### src/pkg/pmc_pkg.sv
// Package: constants and carrier types for the CPU power mode controller
`default_nettype none
package pmc_pkg;
   // ****************************************
   // Register map
   // ****************************************
   localparam logic [7:0] PMC_ADDR_POWER_CONTROL = 8'h87;
   localparam logic [7:0] PMC_RESET_POWER_CONTROL = 8'h00;
   localparam int         PMC_BIT_IDLE = 0;
   localparam int         PMC_BIT_STOP = 1;
   localparam int         PMC_FLAGS_LSB = 2;
   localparam int         PMC_FLAGS_W = 6;
   localparam logic [5:0] PMC_RESET_FLAGS = 6'h00;

   // ****************************************
   // Types
   // ****************************************
   typedef enum logic [1:0] {PMC_RUN, PMC_IDLE, PMC_STOP} pmc_mode_t;

   // Register-port access from the core
   typedef struct packed {
      logic       wr;
      logic       rd;
      logic [7:0] addr;
      logic [7:0] wdata;
   } pmc_sfr_req_t;

   // Gating outputs toward the rest of the chip
   typedef struct packed {
      logic cpu_clk_en;
      logic periph_clk_en;
      logic irq_en;
   } pmc_gate_t;
endpackage

`default_nettype wire

### src/rtl/pmc_power_mode_ctrl.sv
// Design: CPU idle/stop mode controller with general-purpose flags
`timescale 1ns/1ps
`default_nettype none

// Summary of operation
// [RULE_01] Idle bit halts CPU after instruction retires
// [RULE_02] Idle keeps state; peripherals, interrupts clocked
// [RULE_03] Enabled interrupt ends idle, clears idle bit
// [RULE_04] Core resumes after idle-setting instruction
// [RULE_05] Reset during idle gives full reset
// [RULE_06] Firmware follows idle write with multibyte instruction
// [RULE_07] Stop bit halts CPU, timers, interrupts
// [RULE_08] Only reset ends stop mode
// [RULE_09] System clock keeps running in stop
// [RULE_10] Firmware disables analog peripherals before stop
// [RULE_11] Idle and stop bits read as zero
// [RULE_12] Bits 7..2 are plain flags, reset zero
// [RULE_13] Shutdown mode; wake on grounded input
// [RULE_14] Mode write applied at instruction retire
module pmc_power_mode_ctrl (
   input  wire logic                 CLOCK,        // System clock, 100 MHz
   input  wire logic                 RST,          // Synchronous reset, active high
   input  wire pmc_pkg::pmc_sfr_req_t SFR_REQ,     // Register access from core
   output logic [7:0]                SFR_RDATA,    // Read data, registered
   input  wire logic                 INSN_RETIRE,  // Core: current instruction done
   input  wire logic                 IRQ_PENDING,  // Any enabled interrupt asserted
   input  wire logic                 SHUTDOWN_REQ, // Firmware shutdown request
   input  wire logic                 WAKE_PIN,     // Wake input, active low level
   output pmc_pkg::pmc_gate_t        GATE,         // Clock and interrupt enables
   output logic                      PWR_DOWN,     // Power-down request to supply
   output logic [1:0]                MODE          // Current mode code
);
   pmc_pkg::pmc_mode_t mode_r;
   logic [5:0]         flags_r;
   logic               idle_pend_r;
   logic               stop_pend_r;
   logic               pwr_down_r;
   logic               wake_s1_r;
   logic               wake_s2_r;
   logic               pwr_ctl_wr;
   logic               pwr_ctl_rd;

   // ****************************************
   // Register port decode
   // ****************************************
   assign pwr_ctl_wr = SFR_REQ.wr && (SFR_REQ.addr == pmc_pkg::PMC_ADDR_POWER_CONTROL);
   assign pwr_ctl_rd = SFR_REQ.rd && (SFR_REQ.addr == pmc_pkg::PMC_ADDR_POWER_CONTROL);

   // Flags: plain storage, no hardware effect
   always_ff @(posedge CLOCK) begin
      if (RST) begin
         flags_r <= pmc_pkg::PMC_RESET_FLAGS; // RULE_12
      end else if (pwr_ctl_wr) begin
         flags_r <= SFR_REQ.wdata[pmc_pkg::PMC_FLAGS_LSB +: pmc_pkg::PMC_FLAGS_W]; // RULE_12
      end
   end

   // Read data; mode bits never read back as set
   always_ff @(posedge CLOCK) begin
      if (RST) begin
         SFR_RDATA <= pmc_pkg::PMC_RESET_POWER_CONTROL;
      end else if (pwr_ctl_rd) begin
         SFR_RDATA <= {flags_r, 2'h0}; // RULE_11 RULE_12
      end else begin
         SFR_RDATA <= 8'h00;
      end
   end

   // ****************************************
   // Mode entry and exit
   // ****************************************
   // Latch write; applied when the writing instruction retires
   // Mode-bit writes while halted are dropped, so no stale bit re-enters a mode on wake
   always_ff @(posedge CLOCK) begin
      if (RST) begin
         idle_pend_r <= 1'b0;
         stop_pend_r <= 1'b0;
      end else if (pwr_ctl_wr && mode_r == pmc_pkg::PMC_RUN) begin
         idle_pend_r <= SFR_REQ.wdata[pmc_pkg::PMC_BIT_IDLE]; // RULE_14
         stop_pend_r <= SFR_REQ.wdata[pmc_pkg::PMC_BIT_STOP]; // RULE_14
      end else if (INSN_RETIRE) begin
         idle_pend_r <= 1'b0;
         stop_pend_r <= 1'b0;
      end
   end

   // Mode machine; reset ends idle or stop with a full reset
   always_ff @(posedge CLOCK) begin
      if (RST) begin
         mode_r <= pmc_pkg::PMC_RUN; // RULE_05 RULE_08
      end else begin
         unique case (mode_r)
            pmc_pkg::PMC_RUN: begin
               // Stop wins if both bits are written together
               if (stop_pend_r && INSN_RETIRE && !pwr_ctl_wr) begin
                  mode_r <= pmc_pkg::PMC_STOP; // RULE_07
               end else if (idle_pend_r && INSN_RETIRE && !pwr_ctl_wr) begin
                  mode_r <= pmc_pkg::PMC_IDLE; // RULE_01
               end
            end
            pmc_pkg::PMC_IDLE: begin
               // CPU clock simply resumes, so the PC continues past the setter
               if (IRQ_PENDING) begin
                  mode_r <= pmc_pkg::PMC_RUN; // RULE_03 RULE_04
               end
            end
            pmc_pkg::PMC_STOP: begin
               mode_r <= pmc_pkg::PMC_STOP; // RULE_08
            end
            default: begin
               mode_r <= pmc_pkg::PMC_RUN; // Unused code falls back to run
            end
         endcase
      end
   end

   // ****************************************
   // Shutdown and wake
   // ****************************************
   // Wake pin is asynchronous; two flops before use
   always_ff @(posedge CLOCK) begin
      if (RST) begin
         wake_s1_r <= 1'b1;
         wake_s2_r <= 1'b1;
      end else begin
         wake_s1_r <= WAKE_PIN;
         wake_s2_r <= wake_s1_r;
      end
   end

   // Shutdown latch; released by a grounded wake pin
   always_ff @(posedge CLOCK) begin
      if (RST) begin
         pwr_down_r <= 1'b0;
      end else if (!wake_s2_r) begin
         pwr_down_r <= 1'b0; // RULE_13
      end else if (SHUTDOWN_REQ) begin
         pwr_down_r <= 1'b1; // RULE_13
      end
   end

   // ****************************************
   // Outputs
   // ****************************************
   // State is held by gating the CPU clock, never by reset
   always_comb begin
      GATE.cpu_clk_en    = (mode_r == pmc_pkg::PMC_RUN);  // RULE_01 RULE_07
      GATE.periph_clk_en = (mode_r != pmc_pkg::PMC_STOP); // RULE_02 RULE_07
      GATE.irq_en        = (mode_r != pmc_pkg::PMC_STOP); // RULE_02 RULE_07
   end
   // System clock itself is never gated here
   assign PWR_DOWN = pwr_down_r; // RULE_13
   assign MODE     = mode_r;
endmodule

`default_nettype wire

### config.mk
export PLATFORM = sky130hd
export DESIGN_NAME = pmc_power_mode_ctrl
export DESIGN_NICKNAME = d
export VERILOG_FILES = /design/src/pkg/pmc_pkg.sv /design/src/rtl/pmc_power_mode_ctrl.sv
export SDC_FILE = /design/constraint.sdc
export NUM_CORES = 1
export LEC_CHECK = 0
export BUFFER_PORTS_ARGS = -buffer_cell sky130_fd_sc_hd__buf_2
export CORE_ASPECT_RATIO = 0.5
export CORE_UTILIZATION = 25
export CTS_CLUSTER_SIZE = 24
export DETAILED_ROUTE_END_ITERATION = 10
export PLACE_DENSITY = 0.57
export SYNTH_ARGS = -nofsm -noshare
export SYNTH_HDL_FRONTEND = slang
export SYNTH_SLANG_ARGS = --single-unit
export TNS_END_PERCENT = 5
### constraint.sdc
create_clock -name CLOCK -period 1.51 [get_ports CLOCK]
set_input_delay 0.0755 -clock CLOCK [delete_from_list [all_inputs] [get_ports CLOCK]]
set_output_delay 0.0755 -clock CLOCK [all_outputs]
set_load 0.01 [all_outputs]
Word-level counts from Yosys, hierarchy flattened
Index checks and enable logic that the tools add are counted.
Operators by class
  $add $sub $neg: 0
  multiply operators: 0
  divide/modulo/power cells: 0
  magnitude comparators: 0
  equal/unequal tests: 6
  shift-type cells: 0
  multiplexer cells: 7
  bitwise operators: 2
  reductions and logical operators: 13
Operators by type and width (count)
  8-bit equality test (second input constant): 1
  1-bit logical AND: 7
  2-bit two-way mux: 3
  2-bit one-hot mux with 3 select lines: 1
  2-bit inequality test (second input constant): 2
  2-bit OR reduction: 2
  1-bit two-way mux: 3
  3-bit by 1-bit inequality test with 1-bit output (second input constant): 1
  2-bit by 1-bit equality test with 1-bit output (second input constant): 1
  2-bit equality test (second input constant): 1
  2-bit logical NOT: 1
  1-bit inverter: 2
  2-bit AND reduction: 1
  2-bit nonzero test: 1
  1-bit logical NOT: 1
Storage, ports and cells
  bits in registers: 21
  bits in latches: 0
  memory bits (writable): 0
  ROM bits: 0
  output and inout port bits: 14
  memories kept: 0

Depth between registers and ports, before layout
Gate-level depths: netlist of run 1.
  depth after elaboration: 7
  mapped depth: 4

Least setup slack after synthesis of run 1
Ideal clock, no wire load.
  path type: input to register
  start point: input port SFR_REQ[13] (netlist bit)
  end point: register mode_r[1] (netlist: MODE[1])
  arrival: 1.189 ns
  required time: 1.393 ns
  setup slack: 0.205 ns
  cell stages on the path: 3
  buffers on the path: 0
  cells stage by stage: or4b_4 -> o311a_1 -> a22o_1
Between the ends
  cells in the longest elaborated chain, start to end: 6
  elaborated cells on any way between the ends: 9
Ends and longest elaborated chain
  start, declared: line pmc_power_mode_ctrl.sv:23  | input wire pmc_pkg::pmc_sfr_req_t SFR_REQ,
  8-bit equality test *: line pmc_power_mode_ctrl.sv:46  | assign pwr_ctl_wr = SFR_REQ.wr && (SFR_REQ.addr == pmc_pkg::PMC_ADDR_POWER_CONTROL);
  1-bit logical AND *: line pmc_power_mode_ctrl.sv:46
  1-bit logical NOT *: line pmc_power_mode_ctrl.sv:95, pmc_power_mode_ctrl.sv:97
  1-bit logical AND (on tied branches): line pmc_power_mode_ctrl.sv:95, pmc_power_mode_ctrl.sv:97
  2-bit two-way mux or 3-bit by 1-bit inequality test with 1-bit output (tied branches)
  2-bit one-hot mux with 3 select lines or 2-bit AND reduction (tied branches)
  end signal, assigned: line pmc_power_mode_ctrl.sv:90  | mode_r <= pmc_pkg::PMC_RUN;
  end signal, assigned: line pmc_power_mode_ctrl.sv:96  | mode_r <= pmc_pkg::PMC_STOP;
  end signal, assigned: line pmc_power_mode_ctrl.sv:98  | mode_r <= pmc_pkg::PMC_IDLE;
  end, declared: line pmc_power_mode_ctrl.sv:33  | pmc_pkg::pmc_mode_t mode_r;
Every way passes the cells marked *; elsewhere a longest branch is shown, timed or not.
A chain may end at the register's enable or synchronous reset.

Final worst setup path of run 1
  start point: register mode_r[0] (netlist: MODE[0])
  end point: register idle_pend_r
Between the ends
  cells in the longest elaborated chain, start to end: 3
  elaborated cells on any way between the ends: 4
Ends and longest elaborated chain
  2-bit logical NOT *: line pmc_power_mode_ctrl.sv:78  | end else if (pwr_ctl_wr && mode_r == pmc_pkg::PMC_RUN) begin
  1-bit logical AND *: line pmc_power_mode_ctrl.sv:78
  1-bit two-way mux or 2-bit nonzero test (tied branches)
  end signal, assigned: line pmc_power_mode_ctrl.sv:79  | idle_pend_r <= SFR_REQ.wdata[pmc_pkg::PMC_BIT_IDLE];
  end, declared: line pmc_power_mode_ctrl.sv:35  | logic idle_pend_r;
Marked as above.

==> results summary, run 1 <==
The run finished with clean final reports. The average size of a mapped cell came out at 11.0 um2. The worst register-to-register path begins at MODE[0]. The finished cells cover 0.00111 mm2. The wire length of the first global-routing pass is 2410 um. The net count of the finished layout is 138. The minimum period implied by the final worst setup slack is 1.27 ns. In the final layout, the share of cells above drive strength 1 is 42.5%.

The total global-route track usage came out at 8.74%. The sequential-to-total area share from yosys stat is 46.1%. The worst voltage drop across the vdd grid came out at 0.270 mV. The CTS tree is done. The die area is 0.00355 mm2. Setup repair after global routing left no endpoint under its margin. The number of clock sinks is 19.

The effective utilization at floorplan is 26.9%. The startpoint class of the critical path is a flip-flop. The core outline area is 0.00307 mm2. Compared with the post-synthesis result, the final layout area differs by 34.3%. The depth of the worst register-to-register path came out at 3. The final weighted congestion in routability-driven placement came out at 0.714. The worst hold path was traced through 3 stages.

At the worst endpoint, the required time is 1.69 ns. The site row count came out at 14. The vertical die dimension is 42.6 um. The maximum fanout encountered on the critical timing path came out at 5. The later-pin clock latency in the skew report is 0.25 ns. In this run the worst hold path is classified as input pin to flip-flop. The distinct cell type count after synthesis came out at 24. Clock-pin slew was measured on the worst setup and hold paths at 0.07 ns. The worst hold slack came out at 0.0757 ns. The mean number of vias per cell came out at 3.88. The final routed DRC violation total came out at 0. The highest clock rate is 0.788 GHz. The number of global-route vias before repair came out at 592.

In the synthesized netlist, the number of instances is 75. The power density over the cells is 837 mW/mm2. The most frequent standard cell in the layout excluding fill and tap cells is buf_2. The data arrival time of the critical path is 1.45 ns. The number of I/O port buffers is 35. The overflow left after global routing is 0. Summed over all layers, the routed wires come to 1380 um.

The number of synthesized register bits came out at 19. The detailed router's first-iteration violation count is 11. The setup slack of the most critical reg-to-reg path came out at 0.24 ns. The standard cell area after detailed placement came out at 0.00105 mm2.

In this run the most critical hold path is launched from SFR_REQ[3]. Setup slack on the critical path of the routed design comes to 0.240 ns. The max-slew violation total from the final report is 0. The master cell of the clock root buffer is clkbuf_8. For hold timing, the worst endpoint is flags_r[1].

The die width came out at 83.2 um. Across all layers, the routed design uses 593 vias. The remaining number of nets flagged by the antenna check after routing came out at 0. Entering global routing, the biggest net connects 22 pins. The number of buffers on the longest clock path came out at 2. The average detailed-routed wire length per instance came out at 8.99 um. The clock arrives with 0.000826 ns of skew. The post-synthesis cell area is 825 um2.

The initial antenna violation count is 0. The leakage power is 0.491 nW. The critical path in this run is classified as flip-flop to flip-flop. Summed over all failing endpoints, the final setup total negative slack is 0 ns. The I/O pin count came out at 38. Across the run, the number of max-cap violations was 0. The number of endpoints with negative hold slack in the final report came out at 0. In this run the critical register-to-register path is captured at idle_pend_r. The number of iterations in the first detailed-routing pass is 2. Counting the buffers created by CTS gives 3. The worst-case setup slack after placement came out at 0.0749 ns. The wire-length estimate of the detail-placed layout is 1060 um. The endpoint class of the critical path is a flip-flop. The setup-violating endpoint count in the final report came out at 0.

CTS built an H-tree with a depth of 1. The final critical path takes up 84.1% of the cycle. The Yosys step of the flow raised 0 warnings. 0 antenna diodes ended up in the layout. The library cells used most frequently in the layout, excluding fill and tap cells, are buf_2, dfxtp_1, nand2b_1.
==> routing by layer <==
layer	track usage, %	part of all wire, %	vias up
li1	-	-	317
met1	8.49	42	265
met2	16.4	54	9
met3	3.74	3.8	2
met4	4.14	0.65	0
met5	0	0	-
==> cells in the mapped netlist (all sizes together) <==
| cell type | count | area [um2] |
|---|---|---|
| a21o | 1 | 7.51 |
| a22o | 1 | 8.76 |
| and2 | 6 | 37.5 |
| buf | 4 | 26.3 |
| bufinv | 1 | 17.5 |
| clkbuf | 1 | 3.75 |
| conb | 1 | 3.75 |
| dfxtp | 19 | 380 |
| inv | 1 | 3.75 |
| mux2i | 8 | 80.1 |
| nand2 | 2 | 7.51 |
| nand2b | 15 | 93.8 |
| nand4b | 1 | 15.0 |
| nor2 | 3 | 11.3 |
| nor3 | 1 | 16.3 |
| nor3b | 2 | 15.0 |
| nor4 | 1 | 21.3 |
| nor4b | 2 | 32.5 |
| o311a | 1 | 10.0 |
| or2 | 3 | 18.8 |
| or4b | 1 | 13.8 |
==> sequential cells by signal (all words and copies together) (netlist names) <==
| register | count |
|---|---|
| SFR_RDATA | 6 |
| idle_pend_r | 1 |
| PWR_DOWN | 1 |
| stop_pend_r | 1 |
| flags_r | 6 |
| wake_s2_r | 1 |
| MODE | 2 |
| wake_s1_r | 1 |
==> report_power, final <==
part | leakage [nW] | switching (mW) | total [mW] | internal, mW
Sequential | 0.154 | 0.00139 | 0.507 | 0.506
Clock | 0.0255 | 0.160 | 0.344 | 0.183
Combinational | 0.312 | 0.0319 | 0.0764 | 0.0445
Total | 0.491 | 0.194 | 0.927 | 0.733
==> worst max path at each step <==
| stage | start | endpoint |
|---|---|---|
| 6_report | MODE[0] | idle_pend_r |
| 5_1_grt | MODE[0] | idle_pend_r |
| 4_1_cts | MODE[0] | idle_pend_r |
| 3_5_place_dp | SFR_REQ[13] | MODE[1] |
| 3_3_place_gp | SFR_REQ[13] | MODE[1] |
| 2_1_floorplan | SFR_REQ[13] | MODE[1] |
==> per-stage QoR <==
step / util, % / instances / power [mW]
4_1_cts: 36.1 / 153 / 0.949
6_report: 36.1 / 153 / 0.927
3_5_place_dp: 34.3 / 148 / 0.594
5_1_grt: 36.1 / 153 / 0.971
2_1_floorplan: - / 76 / 0.561
3_3_place_gp: 34.3 / 148 / 0.593
==> repair_timing <==
| action | 4_1_cts | 5_1_grt |
|---|---|---|
| hold buffers | 1 | 0 |
| gates resized for setup | 0 | 0 |
| hold endpoints to repair | 1 | 0 |
| setup buffers | 0 | 0 |
==> critical path: stages, from the launching register on <==
cell and delay (ns):
dfxtp_1 0.33, or2_2 0.31, nor4_4 0.32, mux2i_1 0.23
==> logic make-up after synthesis <==
| family | after synthesis | share of synthesized area [%] |
|---|---|---|
| AO/OA/AOI/OAI | 3 | 3.19 |
| other | 1 | 0.455 |
| buffers and inverters | 7 | 6.22 |
| flip-flops | 19 | 46.1 |
| multiplexers | 8 | 9.71 |
| AND/OR/NAND/NOR | 37 | 34.3 |
==> final cells by class <==
type                       count  area (um2)
fill                         312        1960
multi-input combinational     50         397
sequential                    19         380
timing repair buffer          38         213
tap                           40        50.0
clock buffer                   3        41.3
inverter                       2        21.3
clock inverter                 1        5.00
Note: power is estimated with default switching activity, not from simulation.
==> run 2, diff against run 1 <==
--- a/config.mk
+++ b/config.mk
@@ -5,12 +5,13 @@
 export SDC_FILE = /design/constraint.sdc
 export NUM_CORES = 1
 export LEC_CHECK = 0
+export ABC_AREA = 1
 export BUFFER_PORTS_ARGS = -buffer_cell sky130_fd_sc_hd__buf_2
 export CORE_ASPECT_RATIO = 0.5
 export CORE_UTILIZATION = 25
 export CTS_CLUSTER_SIZE = 24
 export DETAILED_ROUTE_END_ITERATION = 10
-export PLACE_DENSITY = 0.57
+export PLACE_DENSITY = 0.58
 export SYNTH_ARGS = -nofsm -noshare
 export SYNTH_HDL_FRONTEND = slang
 export SYNTH_SLANG_ARGS = --single-unit
==> constraint.sdc (replaced) <==
create_clock -name CLOCK -period 1.21 [get_ports CLOCK]
set_input_delay 0.0605 -clock CLOCK [delete_from_list [all_inputs] [get_ports CLOCK]]
set_output_delay 0.0605 -clock CLOCK [all_outputs]
set_load 0.01 [all_outputs]
==> run 2 against run 1 <==
  * Non-clock buffer count is 2 lower
  * Die area is 7.9% lower
  * Via count is 16% higher
  * Total power is 25% higher
  * Register-to-register slack worse by 0.06 ns
  * Core utilization is 1.1 points higher
  * Sequential cell count stayed put
  * Synthesized area is 8.2% lower
  * Synthesized cell count is 29% higher
  * Sequential power is 25% higher
  * Final cell count is 12% higher
  * Combinational power is 13% higher
  * Critical path type is now flip-flop to output port
  * Highest routed layer unchanged
==> results summary, run 2 <==
The flow ran to the end, and the final reports show no timing, DRC or antenna violations. The later-pin clock latency in the skew report is 0.26 ns. The critical path data required time is 1.15 ns. The tree is rooted in a clkbuf_8. The layout cell share with drive strength beyond 1 came out at 35.6%. The effective utilization at floorplan is 27.7%.

In this run the standard cell core region covers 0.00273 mm2. In this run, the number of DRC markers left after iteration 0 of detailed routing was 20. STA classifies the critical path startpoint as a flip-flop. The detailed placer's ending HPWL came out at 1190 um.

Summed over all layers, the routed wires come to 1490 um. The signal on the critical path passes through nor2_2, buf_2. After floorplanning, the core was divided into 13 placement rows. The vertical die dimension came out at 40.9 um. Setup violations remaining at the end of the flow were counted as 0. TritonCTS built the clock tree. The share of the synthesized area in the top cell type came out at 50.2%. The setup clock skew after layout came out at 0.00489 ns. The overall power is 1.15 mW. Setup repair after global routing left no endpoint under its margin. During I/O placement, the number of pins put on the boundary was 38. Of the total power, the share spent switching nets is 21.9%. The distinct cell type count after synthesis came out at 16. The leakage power is 0.476 nW. The post-synthesis cell area is 757 um2.

The category of the most critical setup path is flip-flop to output port. Of the total power, the clock network draws 37.7%. 0 antenna diodes ended up in the layout. The worst-case IR drop observed on VDD is 0.412 mV. The initial antenna violation count came out at 0. The largest net degree at the start of global routing is 12.

The count of nets left with antenna violations once routing finished came out at 0. Among all flip-flop cells after synthesis, the most frequent one is dfxtp_1. The number of buffers on the longest clock path came out at 2.

The maximum fanout encountered on the critical timing path is 6. The max-slew violation total from the final report is 0. The post-CTS resize count came out at 0. The count of buffers added on input and output ports is 35. The clock transition at the registers of the reported paths is 0.06 ns. The die area is 0.00327 mm2.

After global routing the overflow that remains totals 0. The power density over the cells came out at 1140 mW/mm2. The internal cell power came out at 0.902 mW. The switching component of the power is 0.252 mW. Prior to clock tree synthesis, the placed netlist has a worst setup slack of 0.185 ns. Per report_power, the combinational group accounts for 7.5% of the total. Timing would allow up to 0.945 GHz. The number of clock buffers inserted by TritonCTS came out at 3. The number of endpoints with negative hold slack in the final report is 0. The endpoint class of the critical path is an output port. The data arrival time of the critical path came out at 1.00 ns. The vias after detailed routing came out at 685. The sequential-to-total area share from yosys stat is 50.2%. The kind of path behind the tightest hold check is input pin to flip-flop. The largest single stage delay on the critical path is 0.33 ns. Relative to the synthesized area, the layout overhead comes to 34.2%. The synthesized design contains 19 register bits.

The mean number of vias per cell is 3.98. The number of global-route vias before repair came out at 572. The synthesized netlist cell count is 97.

The aggregate negative setup slack is 0 ns. dfxtp_1 takes more of the synthesized area than any other cell. Leaving out fill and tap cells, the most frequent cell in the layout is buf_2. Global routing used 9.58% of the available tracks. The first global-routing pass estimated 2210 um of wire.

The number of iterations in the first detailed-routing pass came out at 4. In the post-synthesis netlist, the cell with the most instances is dfxtp_1. In the routed design, unresolved DRC markers number 0. The number of max-cap violations came out at 0. The number of synthesis warnings came out at 0. The die width came out at 79.8 um. The final layout net count came out at 160. The average detailed-routed wire length per instance is 8.64 um. Of the available clock period, the critical path in the final layout requires 87.4%. The number of flops mapped to enable cells by yosys is 0. The slowest stage of the critical path is the dfxtp_1 cell. The largest delay contributor family on the critical path is flip-flops. Ranked by total cell area, the synthesized netlist is headed by dfxtp_1, nand2_1, inv_1, a21oi_1, nor2_1. The minimum period implied by the final worst setup slack came out at 1.06 ns. The share of power burned in registers came out at 54.8%. The fraction of registers with async set/reset is 0%. The filler cells instantiated in the layout total 303. Counting both buffers and inverters, the worst setup path holds a total of 1.

CTS built an H-tree with a depth of 1. Setup slack closes at 0.152 ns. The number of clock sinks is 19. The library cells used most frequently in the layout, excluding fill and tap cells, are buf_2, dfxtp_1, nand2_1. Routability-driven placement finished with a final weighted congestion of 0.739. The average instance in the mapped netlist occupies 7.80 um2. After synthesis, the most frequently instantiated cells are dfxtp_1, nand2_1, inv_1.
## run 2: cell types whose count changed after synthesis, sizes merged, moves of 2 or more
cell and change:
inv +15, nand2b -15, nand2 +14, nor2 +11, a21oi +10, mux2i -8, o21ai +7, and2 -6
nand3 +6, nand4 +2, nor3b -2, nor4b -2
## run 2: cells by family (layout without fill, tap and decap cells)
group / count (synthesis) / after routing / share of synthesized area (%)
other cells: 1 / 2 / 0.495
compound gates: 17 / 17 / 11.2
buf+inv: 19 / 56 / 10.9
simple gates: 41 / 41 / 27.1
flops: 19 / 19 / 50.2
## run 2: per-layer routing
metal	share of wire [%]	up-vias	GRT usage, %
met1	43	292	9.87
met2	49	16	17.9
met5	0	-	0
met4	0.94	0	4.02
li1	-	375	-
met3	6.4	2	4.44
## run 2: path summary, 6_finish.rpt
path	slack [ns]	depth (start not counted)	endpoint	start
min	0.05	3	PWR_DOWN	SHUTDOWN_REQ
min reg2reg	0.41	1	wake_s2_r	wake_s1_r
max reg2reg	0.18	5	stop_pend_r	MODE[1]
max	0.15	2	GATE[2]	MODE[1]
## run 2: area by class of cell
type	instances	area, um2	area share, %
clock buffer	3	41.3	4.06
clock inverter	1	5.00	0.493
inverter	16	60.1	5.91
multi-input combinational	60	298	29.3
sequential	19	380	37.4
tap	37	46.3	4.56
timing repair buffer	36	185	18.2
## run 2: through the flow
stage	hold slack [ns]	utilization, %	cell area, um2	instances
6_report	0.0457	37.2	1020	172
5_1_grt	0.0535	37.2	1020	172
4_1_cts	0.0436	37.2	1020	172
3_5_place_dp	0.256	35.1	960	167
3_3_place_gp	0.245	35.1	960	167
2_1_floorplan	0.130	-	761	98
## run 2: tightest hold or removal path: stages
cell and delay (ns):
buf_2 0.07, o21ai_0 0.06, nor2_1 0.07
## run 2: power groups by stage
stage | clock, mW | combinational, mW | sequential (mW)
4_1_cts | 0.454 | 0.0878 | 0.633
6_report | 0.435 | 0.0863 | 0.633
5_1_grt | 0.467 | 0.0974 | 0.633
3_5_place_dp | 0 | 0.0852 | 0.647
3_3_place_gp | 0 | 0.0841 | 0.647
2_1_floorplan | 0 | 0.0379 | 0.648
## run 2: repair_timing
item | CTS | global route
hold buffers | 1 | 0
endpoints found under the hold margin | 1 | 0
setup buffers | 0 | 0
==> run 3, diff against run 2 <==
--- a/config.mk
+++ b/config.mk
@@ -11,7 +11,6 @@
 export CORE_UTILIZATION = 25
 export CTS_CLUSTER_SIZE = 24
 export DETAILED_ROUTE_END_ITERATION = 10
-export PLACE_DENSITY = 0.58
 export SYNTH_ARGS = -nofsm -noshare
 export SYNTH_HDL_FRONTEND = slang
 export SYNTH_SLANG_ARGS = --single-unit
==> run 3 against run 2 <==
  * Wire length is 3.6% lower
  * First-iteration DRC count is 60% higher
  * Cell area is 0.12% lower
  * Non-clock buffer count stayed put
  * Clock skew is 0.0047 ns lower
  * Setup slack better by 0.015 ns
  * Global-route usage hardly changed
  * Sequential power hardly changed
  * Sequential cell count stayed put
  * Final cell count stayed put
  * Core utilization hardly changed
==> results summary, run 3 (synthesis gave the netlist of run 2 again) <==
The flow ran to the end, and the final reports show no timing, DRC or antenna violations. The remaining number of nets flagged by the antenna check after routing is 0. The worst setup margin is 0.167 ns. The combined flip-flop and latch cell area is 380 um2. Among all stages on the critical path, the largest delay is contributed by dfxtp_1. The leakage power is 0.473 nW. The floorplan step defined a die boundary enclosing 0.00327 mm2. The worst-case setup slack after placement came out at 0.190 ns. The data arrival time of the critical path came out at 0.98 ns. The number of endpoints with negative hold slack in the final report is 0. The I/O pin count came out at 38. The total inserted antenna cells came out at 0. Summed over all failing endpoints, the final setup total negative slack is 0 ns.

The initial antenna violation count is 0. In the layout the commonest cells are buf_2, dfxtp_1, nand2_1. The post-CTS setup buffer count is 0. The number of I/O port buffers is 35. Routed signal wires occupy layers up through met3. After detailed routing, the met2 layer carries 729 um of wire. The final routed DRC violation total is 0. The number of global-route vias before repair is 569. The final layout net count is 160. The max-slew violation total from the final report was 0. The largest net degree at the start of global routing came out at 11.

The count of hold-fix buffers inserted at cts came out at 1. The standard cell area after detailed placement is 960 um2. The final weighted congestion in routability-driven placement is 0.734.

After detailed routing, the met3 layer carries 64 um of wire. Walking the worst path, the cells encountered are nor2_2, buf_2. The master cell of the clock root buffer is clkbuf_8. The vertical die dimension is 40.9 um.

The number of clock buffers inserted by TritonCTS came out at 3. Compared with the post-synthesis result, the final layout area differs by 34.0%. The critical path data required time came out at 1.15 ns. The wire length of the first global-routing pass came out at 2220 um. The setup-violating endpoint count in the final report came out at 0. The tightest min-delay check is of the input pin to flip-flop type. The overall power came out at 1.15 mW.

The worst voltage drop across the vdd grid came out at 0.392 mV. Global routing consumed, over all layers together, 9.55% of the routing resources. The die is 79.8 um wide. The number of buffers on the longest clock path came out at 2. The effective utilization at floorplan is 27.7%. The total wire length after detailed routing came out at 1430 um. The power density over the cells came out at 1130 mW/mm2. The startpoint class of the critical path is a flip-flop.

The average detailed-routed wire length per instance came out at 8.33 um. The final standard cell area without fillers came out at 0.00101 mm2. The mean number of vias per cell came out at 3.94. The number of max-cap violations is 0. TritonCTS built the clock tree. In this run the worst path has a maximum fanout of 6. The clock transition at the registers of the reported paths is 0.07 ns. The number of iterations in the first detailed-routing pass is 2. The critical path in this run is classified as flip-flop to output port. The minimum period implied by the final worst setup slack is 1.04 ns. After floorplanning, the core was divided into 13 placement rows. The layout cell share with drive strength beyond 1 is 34.8%. The overflow left after global routing came out at 0. Leaving out fill and tap cells, the most frequent cell in the layout is buf_2. The highest cell delay on the worst timing path is 0.34 ns.

The multi-input combinational cells in the finished layout cover a total of 298 um2. The floorplan step defined a core boundary enclosing 0.00273 mm2. The setup clock skew after layout is 0.000213 ns. Hold is met by 0.0463 ns.

Setup repair after global routing left no endpoint under its margin. The worst setup path is captured at an output port. The clock reaches the later pin of the worst-skew pair after 0.25 ns. The detailed router's first-iteration violation count came out at 32. The H-tree level count came out at 1. The post-route fraction of the period consumed by the critical path came out at 86.2%. Detailed placement ended at an HPWL of 1190 um. The post-CTS resize count is 0. The sum of routed wire segments on met1 came out at 639 um. The highest clock rate is 0.959 GHz. The number of clock sinks is 19.

The vias after detailed routing came out at 678. The number of fill cells in the layout is 311.
[run 3: report_power, final]
part           internal [mW]  leakage (nW)  switching [mW]
clock network          0.234        0.0228           0.194
registers              0.631         0.154         0.00155
logic                 0.0417         0.297          0.0442
[run 3: cell type report]
cell class	count	area share (%)
Sequential cell	19	37.5
Multi-Input combinational cell	60	29.3
Timing Repair Buffer	36	18.2
Inverter	16	5.92
Tap cell	37	4.56
Clock buffer	4	4.44
[run 3: per-stage QoR]
stage / util, % / std cells
after CTS: 37.1 / 172
after global placement: 35.1 / 167
after floorplan: - / 98
final: 37.1 / 172
after detailed placement: 35.1 / 167
after global routing: 37.1 / 172
[run 3: final timing paths]
kind / start / to / slack (ns) / cells after the start
setup reg to reg: MODE[1] / stop_pend_r / 0.19 / 5
hold reg to reg: wake_s1_r / wake_s2_r / 0.41 / 1
hold / removal: SHUTDOWN_REQ / PWR_DOWN / 0.05 / 3
setup / recovery: MODE[1] / GATE[2] / 0.17 / 2
[run 3: routing by layer]
metal  global-route usage [%]  vias up
met5                        0        -
met4                     4.02        0
met3                     4.00        0
met2                     17.9       15
met1                     10.1      289
li1                         -      374
[run 3: critical path, delay by kind of cell, from the launching register on]
family        cells  cell delay [ns]
buf+inv           1             0.17
flops             1             0.34
simple gates      1             0.22
